## src/hdl/alu_ops_pkg.sv

```systemverilog
/*
 * Shared constants, types and helpers for the accumulator datapath.
 * Assumes an Avalon-MM master with 32-bit data and byte addresses.
 */
`default_nettype none
package alu_ops_pkg;

	// ---------------------------------------------------------------
	// register map (byte addresses)
	// ---------------------------------------------------------------
	localparam int ADDR_W = 10;
	localparam int DATA_W = 32;
	localparam logic [9:0] ACCUM_OFS = 10'h000;
	localparam logic [9:0] STATUS_OFS = 10'h004;
	localparam logic [9:0] POINTER0_OFS = 10'h008;
	localparam logic [9:0] POINTER1_OFS = 10'h00C;
	localparam logic [9:0] COMMAND_OFS = 10'h010;
	// data memory window 0x200..0x3FC, one register per word
	localparam int MEM_SEL_BIT = 9;
	localparam int MEM_DEPTH_DEF = 128;
	localparam int MEM_AW = 7;

	// ---------------------------------------------------------------
	// reset values
	// ---------------------------------------------------------------
	localparam logic [7:0] ACCUM_RST = 8'h00;
	localparam logic [2:0] FLAGS_RST = 3'h0;
	localparam logic [15:0] POINTER_RST = 16'h0000;
	localparam logic [23:0] COMMAND_RST = 24'h000000;
	localparam logic [31:0] READDATA_RST = 32'h00000000;

	// ---------------------------------------------------------------
	// types
	// ---------------------------------------------------------------
	typedef enum logic [3:0] {
		OP_NONE = 4'h0,
		OP_PTR_ADD = 4'h1,
		OP_AND_IMM = 4'h2,
		OP_ADD_IMM = 4'h3,
		OP_AND_REG = 4'h4,
		OP_ADD_REG = 4'h5,
		OP_SHIFT = 4'h6,
		OP_ADD_CARRY = 4'h7
	} op_t;

	typedef struct packed {
		logic [7:0] k;
		logic spare1;
		logic [6:0] f;
		logic [1:0] spare0;
		logic n;
		logic d;
		op_t op;
	} command_t;

	typedef struct packed {
		logic z;
		logic dc;
		logic c;
	} flags_t;

	typedef enum logic [2:0] {
		BUS_IDLE = 3'b001,
		BUS_WAIT = 3'b010,
		BUS_ANSWER = 3'b100
	} bus_state_t;

	typedef enum logic [2:0] {
		EX_IDLE = 3'b001,
		EX_FETCH = 3'b010,
		EX_EXEC = 3'b100
	} exec_state_t;

	// ---------------------------------------------------------------
	// helpers
	// ---------------------------------------------------------------
	// returns {carry, nibble carry, sum}
	function automatic logic [9:0] add8(input logic [7:0] a, input logic [7:0] b,
		input logic cin);
		logic [4:0] lo;
		logic [4:0] hi;
		lo = {1'b0, a[3:0]} + {1'b0, b[3:0]} + {4'h0, cin};
		hi = {1'b0, a[7:4]} + {1'b0, b[7:4]} + {4'h0, lo[4]};
		return {hi[4], lo[4], hi[3:0], lo[3:0]};
	endfunction

	function automatic logic [15:0] sext6(input logic [7:0] k);
		return {{10{k[5]}}, k[5:0]};
	endfunction

	function automatic logic is_reg_op(input op_t op);
		return op == OP_AND_REG || op == OP_ADD_REG || op == OP_SHIFT || op == OP_ADD_CARRY;
	endfunction

endpackage
`default_nettype wire

```

## src/hdl/data_regfile.sv

```systemverilog
/*
 * Data-memory register file, one address shared by the write and the read.
 * Read data come out of a register one clock after the address.
 */
`default_nettype none
module data_regfile #(
	parameter int DEPTH = 128,
	parameter int AW = 7,
	parameter int W = 8
) (
	input wire logic mclk_i,
	input wire logic we_i,
	input wire logic [AW-1:0] addr_i,
	input wire logic [W-1:0] wdata_i,
	output logic [W-1:0] rdata_o
);

	logic [W-1:0] mem [DEPTH];

	// read returns the old word on a same-cycle write
	always_ff @(posedge mclk_i) begin
		if (we_i) begin
			mem[addr_i] <= wdata_i;
		end
		rdata_o <= mem[addr_i];
	end

endmodule
`default_nettype wire

```

## src/hdl/add_and_shift_alu_ops.sv

```systemverilog
/*
 * Accumulator datapath: pointer add, literal and register AND/ADD,
 * add with carry and arithmetic right shift, with carry/nibble/zero flags.
 * Assumes an Avalon-MM master on mclk_i that holds each request until
 * it samples waitrequest_o low.
 */
// Notes on behaviour
// RULE1: pointer add sign-extends six-bit literal onto chosen pointer, flags untouched.
// RULE2: pointer result stays sixteen bits, wrapping modulo 65536.
// RULE3: literal AND writes accumulator and changes only the zero flag.
// RULE4: literal add writes accumulator and updates carry, nibble and zero flags.
// RULE5: destination bit 0 selects accumulator, 1 writes back the register.
// RULE6: register AND goes to chosen destination, only zero flag changes.
// RULE7: register add goes to chosen destination, updates carry, nibble, zero.
// RULE8: shift right keeps bit seven, bit zero into carry, updates carry, zero.
// RULE9: add with carry sums accumulator, register and carry, updates three flags.
// RULE10: zero flag tracks all-zero result; nibble flag is carry out of bit three.
// RULE11: carry flag on adds is carry out of bit seven.
`default_nettype none
module add_and_shift_alu_ops
	import alu_ops_pkg::*;
#(
	parameter int MEM_DEPTH = MEM_DEPTH_DEF
) (
	input wire logic mclk_i,
	input wire logic reset_n_i,
	input wire logic [ADDR_W-1:0] address_i,
	input wire logic read_i,
	input wire logic write_i,
	input wire logic [DATA_W-1:0] writedata_i,
	input wire logic [3:0] byteenable_i,
	output logic [DATA_W-1:0] readdata_o,
	output logic waitrequest_o
);

	// ---------------------------------------------------------------
	// state
	// ---------------------------------------------------------------
	bus_state_t bus_state;
	exec_state_t exec_state;
	command_t cmd;
	flags_t flags;
	flags_t next_flags;
	logic [7:0] accum;
	logic [7:0] next_result;
	logic [1:0][15:0] pointer;
	logic writes_accum;
	logic bus_ack;
	logic wr_ack;
	logic [31:0] read_word;
	logic mem_we;
	logic [MEM_AW-1:0] mem_addr;
	logic [7:0] mem_wdata;
	logic [7:0] mem_q;

	assign bus_ack = (read_i || write_i) && bus_state == BUS_ANSWER;
	assign wr_ack = bus_ack && write_i;

	// ---------------------------------------------------------------
	// data memory
	// ---------------------------------------------------------------
	always_comb begin
		if (exec_state != EX_IDLE) begin
			mem_addr = cmd.f;
			mem_we = exec_state == EX_EXEC && is_reg_op(cmd.op) && cmd.d; // RULE5
			mem_wdata = next_result;
		end else begin
			mem_addr = address_i[8:2];
			mem_we = wr_ack && address_i[MEM_SEL_BIT] && byteenable_i[0];
			mem_wdata = writedata_i[7:0];
		end
	end

	data_regfile #(
		.DEPTH(MEM_DEPTH),
		.AW(MEM_AW),
		.W(8)
	) i_data_regfile (
		.mclk_i(mclk_i),
		.we_i(mem_we),
		.addr_i(mem_addr),
		.wdata_i(mem_wdata),
		.rdata_o(mem_q)
	);

	// ---------------------------------------------------------------
	// bus slave
	// ---------------------------------------------------------------
	always_comb begin
		read_word = 32'h00000000;
		if (address_i[MEM_SEL_BIT]) begin
			read_word = {24'h000000, mem_q};
		end else begin
			case (address_i)
				ACCUM_OFS: read_word = {24'h000000, accum};
				STATUS_OFS: read_word = {29'h00000000, flags};
				POINTER0_OFS: read_word = {16'h0000, pointer[0]};
				POINTER1_OFS: read_word = {16'h0000, pointer[1]};
				COMMAND_OFS: read_word = {8'h00, cmd};
				default: read_word = 32'h00000000;
			endcase
		end
	end

	// requests wait while the engine owns the memory port
	always_ff @(posedge mclk_i) begin
		if (!reset_n_i) begin
			bus_state <= BUS_IDLE;
			waitrequest_o <= 1'b1;
			readdata_o <= READDATA_RST;
		end else begin
			case (bus_state)
				BUS_IDLE: begin
					if ((read_i || write_i) && exec_state == EX_IDLE) begin
						bus_state <= BUS_WAIT;
					end
				end
				BUS_WAIT: begin
					bus_state <= BUS_ANSWER;
					waitrequest_o <= 1'b0;
					readdata_o <= read_word;
				end
				BUS_ANSWER: begin
					bus_state <= BUS_IDLE;
					waitrequest_o <= 1'b1;
				end
				default: begin
					bus_state <= BUS_IDLE;
					waitrequest_o <= 1'b1;
				end
			endcase
		end
	end

	// ---------------------------------------------------------------
	// execution sequencer
	// ---------------------------------------------------------------
	always_ff @(posedge mclk_i) begin
		if (!reset_n_i) begin
			exec_state <= EX_IDLE;
			cmd <= command_t'(COMMAND_RST);
		end else begin
			case (exec_state)
				EX_IDLE: begin
					if (wr_ack && address_i == COMMAND_OFS && byteenable_i[0]) begin
						cmd <= command_t'(writedata_i[23:0]);
						exec_state <= EX_FETCH;
					end
				end
				EX_FETCH: exec_state <= EX_EXEC;
				EX_EXEC: exec_state <= EX_IDLE;
				default: exec_state <= EX_IDLE;
			endcase
		end
	end

	// ---------------------------------------------------------------
	// arithmetic
	// ---------------------------------------------------------------
	always_comb begin
		logic z_upd;
		z_upd = 1'b0;
		next_result = accum;
		next_flags = flags;
		writes_accum = 1'b0;
		case (cmd.op)
			OP_AND_IMM: begin
				next_result = accum & cmd.k; // RULE3
				z_upd = 1'b1;
				writes_accum = 1'b1;
			end
			OP_ADD_IMM: begin
				{next_flags.c, next_flags.dc, next_result} = add8(accum, cmd.k, 1'b0); // RULE4
				z_upd = 1'b1;
				writes_accum = 1'b1;
			end
			OP_AND_REG: begin
				next_result = accum & mem_q; // RULE6
				z_upd = 1'b1;
				writes_accum = !cmd.d;
			end
			OP_ADD_REG: begin
				{next_flags.c, next_flags.dc, next_result} = add8(accum, mem_q, 1'b0); // RULE7
				z_upd = 1'b1;
				writes_accum = !cmd.d;
			end
			OP_SHIFT: begin
				next_result = {mem_q[7], mem_q[7:1]}; // RULE8
				next_flags.c = mem_q[0]; // RULE8
				z_upd = 1'b1;
				writes_accum = !cmd.d;
			end
			OP_ADD_CARRY: begin
				{next_flags.c, next_flags.dc, next_result} = add8(accum, mem_q, flags.c); // RULE9
				z_upd = 1'b1;
				writes_accum = !cmd.d; // RULE5
			end
			default: begin
				z_upd = 1'b0;
			end
		endcase
		if (z_upd) begin
			next_flags.z = next_result == 8'h00; // RULE10
		end
	end

	// ---------------------------------------------------------------
	// accumulator, flags, pointers
	// ---------------------------------------------------------------
	always_ff @(posedge mclk_i) begin
		if (!reset_n_i) begin
			accum <= ACCUM_RST;
		end else if (exec_state == EX_EXEC && writes_accum) begin
			accum <= next_result; // RULE5
		end else if (wr_ack && address_i == ACCUM_OFS && byteenable_i[0]) begin
			accum <= writedata_i[7:0];
		end
	end

	always_ff @(posedge mclk_i) begin
		if (!reset_n_i) begin
			flags <= flags_t'(FLAGS_RST);
		end else if (exec_state == EX_EXEC) begin
			flags <= next_flags; // RULE11
		end else if (wr_ack && address_i == STATUS_OFS && byteenable_i[0]) begin
			flags <= flags_t'(writedata_i[2:0]);
		end
	end

	always_ff @(posedge mclk_i) begin
		if (!reset_n_i) begin
			pointer <= {POINTER_RST, POINTER_RST};
		end else if (exec_state == EX_EXEC && cmd.op == OP_PTR_ADD) begin
			pointer[cmd.n] <= pointer[cmd.n] + sext6(cmd.k); // RULE1 RULE2
		end else if (wr_ack && (address_i == POINTER0_OFS || address_i == POINTER1_OFS)) begin
			if (byteenable_i[0]) begin
				pointer[address_i[2]][7:0] <= writedata_i[7:0];
			end
			if (byteenable_i[1]) begin
				pointer[address_i[2]][15:8] <= writedata_i[15:8];
			end
		end
	end
endmodule
`default_nettype wire

```

## config.mk

```make
export PLATFORM = sky130hd
export DESIGN_NAME = add_and_shift_alu_ops
export DESIGN_NICKNAME = d
export VERILOG_FILES = /design/src/hdl/alu_ops_pkg.sv /design/src/hdl/data_regfile.sv /design/src/hdl/add_and_shift_alu_ops.sv
export SDC_FILE = /design/constraint.sdc
export NUM_CORES = 1
export LEC_CHECK = 0
export BUFFER_PORTS_ARGS = -buffer_cell sky130_fd_sc_hd__buf_2
export CAP_MARGIN = 15
export CORE_MARGIN = 2
export CORE_UTILIZATION = 36
export CTS_BUF_LIST = sky130_fd_sc_hd__clkbuf_16
export CTS_CLUSTER_SIZE = 28
export DETAILED_ROUTE_END_ITERATION = 6
export GPL_TIMING_DRIVEN = 0
export PLACE_DENSITY = 0.5
export SLEW_MARGIN = 20
export SYNTH_ARGS = -nofsm -noshare
export SYNTH_HDL_FRONTEND = slang
export SYNTH_HIERARCHICAL = 1
export SYNTH_SLANG_ARGS = --single-unit
```

## constraint.sdc

```tcl
create_clock -name mclk_i -period 8.6 [get_ports mclk_i]
set_clock_uncertainty 0.15 [all_clocks]
set_input_delay 1.72 -clock mclk_i [delete_from_list [all_inputs] [get_ports mclk_i]]
set_output_delay 1.72 -clock mclk_i [all_outputs]
set_load 0.03 [all_outputs]
```

==> results.sh <==
export IMPL_status="finished clean"
export IMPL_min_path_type="flip-flop to flip-flop"
export IMPL_p_clk_share_pct=41.7
export IMPL_p_int_w=0.00896
export IMPL_postCtsSetupBuffers=0
export IMPL_cts_tree="done"
export IMPL_vdd_drop_max_mv=0.190
export IMPL_synth_edf_count=1024
export IMPL_crit_type="primary input to flip-flop"
export IMPL_p_leak_nw=18.1
export IMPL_grt_use_met1_pct=42.3
export IMPL_rows=133
export IMPL_crit_fanout=10
export IMPL_worstMarginPinSlew_ns=1.34
export IMPL_slew_headroom_pct=10.8
export IMPL_setup_tns_ns=0
export IMPL_io_buffers=62
export IMPL_vias=35063
export IMPL_antenna_found_initial=22
export IMPL_wirelength_um=225000
export IMPL_areaGrowthSynthToFinish_pct=15.3
export IMPL_max_freq_mhz=131
export IMPL_ios=83
export IMPL_post_cts_resized=0
export IMPL_async_flop_share_pct=0
export IMPL_grt_max_degree=109
export IMPL_powerDensity_nw_per_um2=221
export IMPL_holdWs_ns=0.346
export IMPL_cts_hold_buf=0
export IMPL_synth_most_common_cell="edfxtp_1"
export IMPL_drt_iter0_drc=6259
export IMPL_route_detailed_drc=0
export IMPL_synth_top_area_share_pct=64.9
export IMPL_hold_violations=0
export IMPL_grt_pass1_vias=32080
export IMPL_reg2reg_setup_slack_ns=1.37
export IMPL_worstPathArrival_ns=7.88
export IMPL_seqPwrFrac_pct=49.9
export IMPL_dpl_instance_area_um2=50800
export IMPL_final_cells=5405
export IMPL_grt_setup_unrepaired="no"
export IMPL_fill_cells=12057
export IMPL_drive_above_1_share_pct=16.5
export IMPL_dpl_hpwl_um=150000
export IMPL_clk_latency_ns=0.81
export IMPL_dr_pass1_iters=6
export IMPL_p_sw_share_pct=25.6
export IMPL_synth_ff_type="edfxtp_1"
export IMPL_grt_pass1_wl_um=295000
export IMPL_cts_buffers=120
export IMPL_clk_pin_slew_worst_paths_ns=0.06
export IMPL_dieArea_um2=134000
export IMPL_ys_types=91
export IMPL_comb_power_share_pct=8.4
export IMPL_die_height_um=367
export IMPL_avgSynthCellArea_um2=14.3
export IMPL_grt_use_total_pct=32.7
export IMPL_die_w_um=367
export IMPL_antenna_left=0
export IMPL_setup_violations=0
export IMPL_fin_nets=3628
export IMPL_coreArea_um2=131000
export IMPL_syn_area_um2=47400
export IMPL_synth_top_cell_by_area="edfxtp_1"
export IMPL_seq_area_um2=32900
export IMPL_numClockSinks=1130
export IMPL_place_congestion=1.04
export IMPL_grt_util_met2_pct=47.9
export IMPL_root_buffer="clkbuf_16"
export IMPL_end_kind="flip-flop"
export IMPL_start_util_pct=36.2
export IMPL_ys_ff_latch=1130
export IMPL_grt_overflow=0
export IMPL_seq_area_frac_synth_pct=69.4
export IMPL_ys_top_cells_by_count="edfxtp_1 (1024), nor2_1 (323), a221oi_1 (222)"
export IMPL_synth_cells=3309
export IMPL_fin_area_um2=54600
export IMPL_drv_cap=0
export IMPL_multi_input_area_um2=13300
export IMPL_worstSetupStartpointType="primary input"
export IMPL_top_usage_layer="met2"
export IMPL_routed_via_density=6.49
export IMPL_htreeDepth=3
export IMPL_cts_path_max_buffers=3
export IMPL_period_share_pct=89.0
export IMPL_grtUsageMet3_pct=10.3
export IMPL_maxSlewViolCount=0
export IMPL_p_switching_w=0.00308
export IMPL_routedWlPerCell_um=41.7
export IMPL_placed_cells=5169
export IMPL_cp_required_ns=8.83
export IMPL_synth_area_top_cells="edfxtp_1 (65%), dfxtp_1 (4.5%), a221oi_1 (4.1%)"
export IMPL_yosys_warnings=6
export IMPL_post_route_min_period_ns=7.65
[critical path, cell delays in order]
cell      delay [ns]
buf_2           0.13
clkbuf_1        0.37
clkbuf_1        0.52
nand2_1         0.15
o21ai_0         0.14
buf_6           0.21
buf_6           0.20
nor2_4          0.38
buf_2           0.64
buf_1           1.01
nand2_1         0.64
clkbuf_1        0.63
nor2_1          1.10
[power groups by stage]
| stage | logic [W] | registers (W) | clock network [W] |
|---|---|---|---|
| 3_5_place_dp | 0.000956 | 0.00613 | 0 |
| 3_3_place_gp | 0.000915 | 0.00615 | 0 |
| 5_1_grt | 0.000998 | 0.00601 | 0.00525 |
| 4_1_cts | 0.000958 | 0.00601 | 0.00505 |
| 2_1_floorplan | 0.000402 | 0.00613 | 0 |
| 6_report | 0.00102 | 0.00601 | 0.00502 |
[sequential cells by signal (all words and copies together), names as in the netlist]
name                    cells
accum                       8
bus_state                   3
cmd                        24
exec_state                  3
flags                       3
i_data_regfile/mem       1024
i_data_regfile/rdata_o      8
pointer                    32
readdata_o                 24
waitrequest_o               1
[routing by layer]
metal,share of wire (%),vias up
li1,-,13635
met1,38,18074
met2,43,2699
met3,12,645
met4,7.5,10
met5,0.035,-
[metrics by stage]
stage	setup slack, ns	total power, W	util (%)
global placement	-3.89	0.00707	38.1
finish	0.949	0.0120	41.7
floorplan	1.98	0.00653	-
global route	1.27	0.0123	41.7
detailed placement	0.613	0.00708	38.8
CTS	1.41	0.0120	41.7
[layout make-up]
cell class,count,share of cell area (%)
well taps,1755,4.02
repair buffers,98,1.84
plain buffers,250,2.50
clock buffers,120,5.50
multi-input cells,1898,24.3
diodes,10,0.0458
clock inverters,106,1.38
inverters,38,0.261
flip-flops and latches,1130,60.2
[cell families after synthesis]
kind of cell	after synthesis	share of synthesized area [%]
muxes	226	5.32
buffers and inverters	288	3.07
DFF	1130	69.4
adders and majority gates	42	1.20
and+or+nand+nor	676	6.22
xor gates and xnor gates	26	0.481
other	1	0.00792
AOI/OAI and AO/OA	920	14.3
[worst paths after layout]
path / endpoint / start / cells past startpoint
min: readdata_o[3] / readdata_o[3] / 2
max reg2reg: i_data_regfile/mem[64][3] / exec_state[0] / 11
min reg2reg: readdata_o[3] / readdata_o[3] / 2
max: i_data_regfile/mem[64][3] / address_i[2] / 13
[placed cells by master, fill, tap and decap left out, drive strengths merged, types with 14 or more instances in the layout]
cell / netlist / final
a211oi: 21 / 21
nand4: 14 / 14
a221o: 21 / 21
nor3: 29 / 29
edfxtp: 1024 / 1024
ha: 36 / 36
nor2: 326 / 326
xnor2: 18 / 18
and2: 14 / 14
o21ai: 122 / 122
nand3: 35 / 35
inv: 38 / 81
mux2i: 123 / 123
o221ai: 25 / 25
o211ai: 14 / 14
mux2: 92 / 92
buf: 148 / 246
clkinv: 0 / 53
a22oi: 106 / 106
a21o: 16 / 16
nand2: 185 / 185
o22ai: 38 / 38
clkbuf: 102 / 222
a22o: 44 / 44
dfxtp: 106 / 106
a221oi: 225 / 225
nor2b: 27 / 27
a21oi: 173 / 173
a31oi: 17 / 17
(Power assumes the default switching activity.)
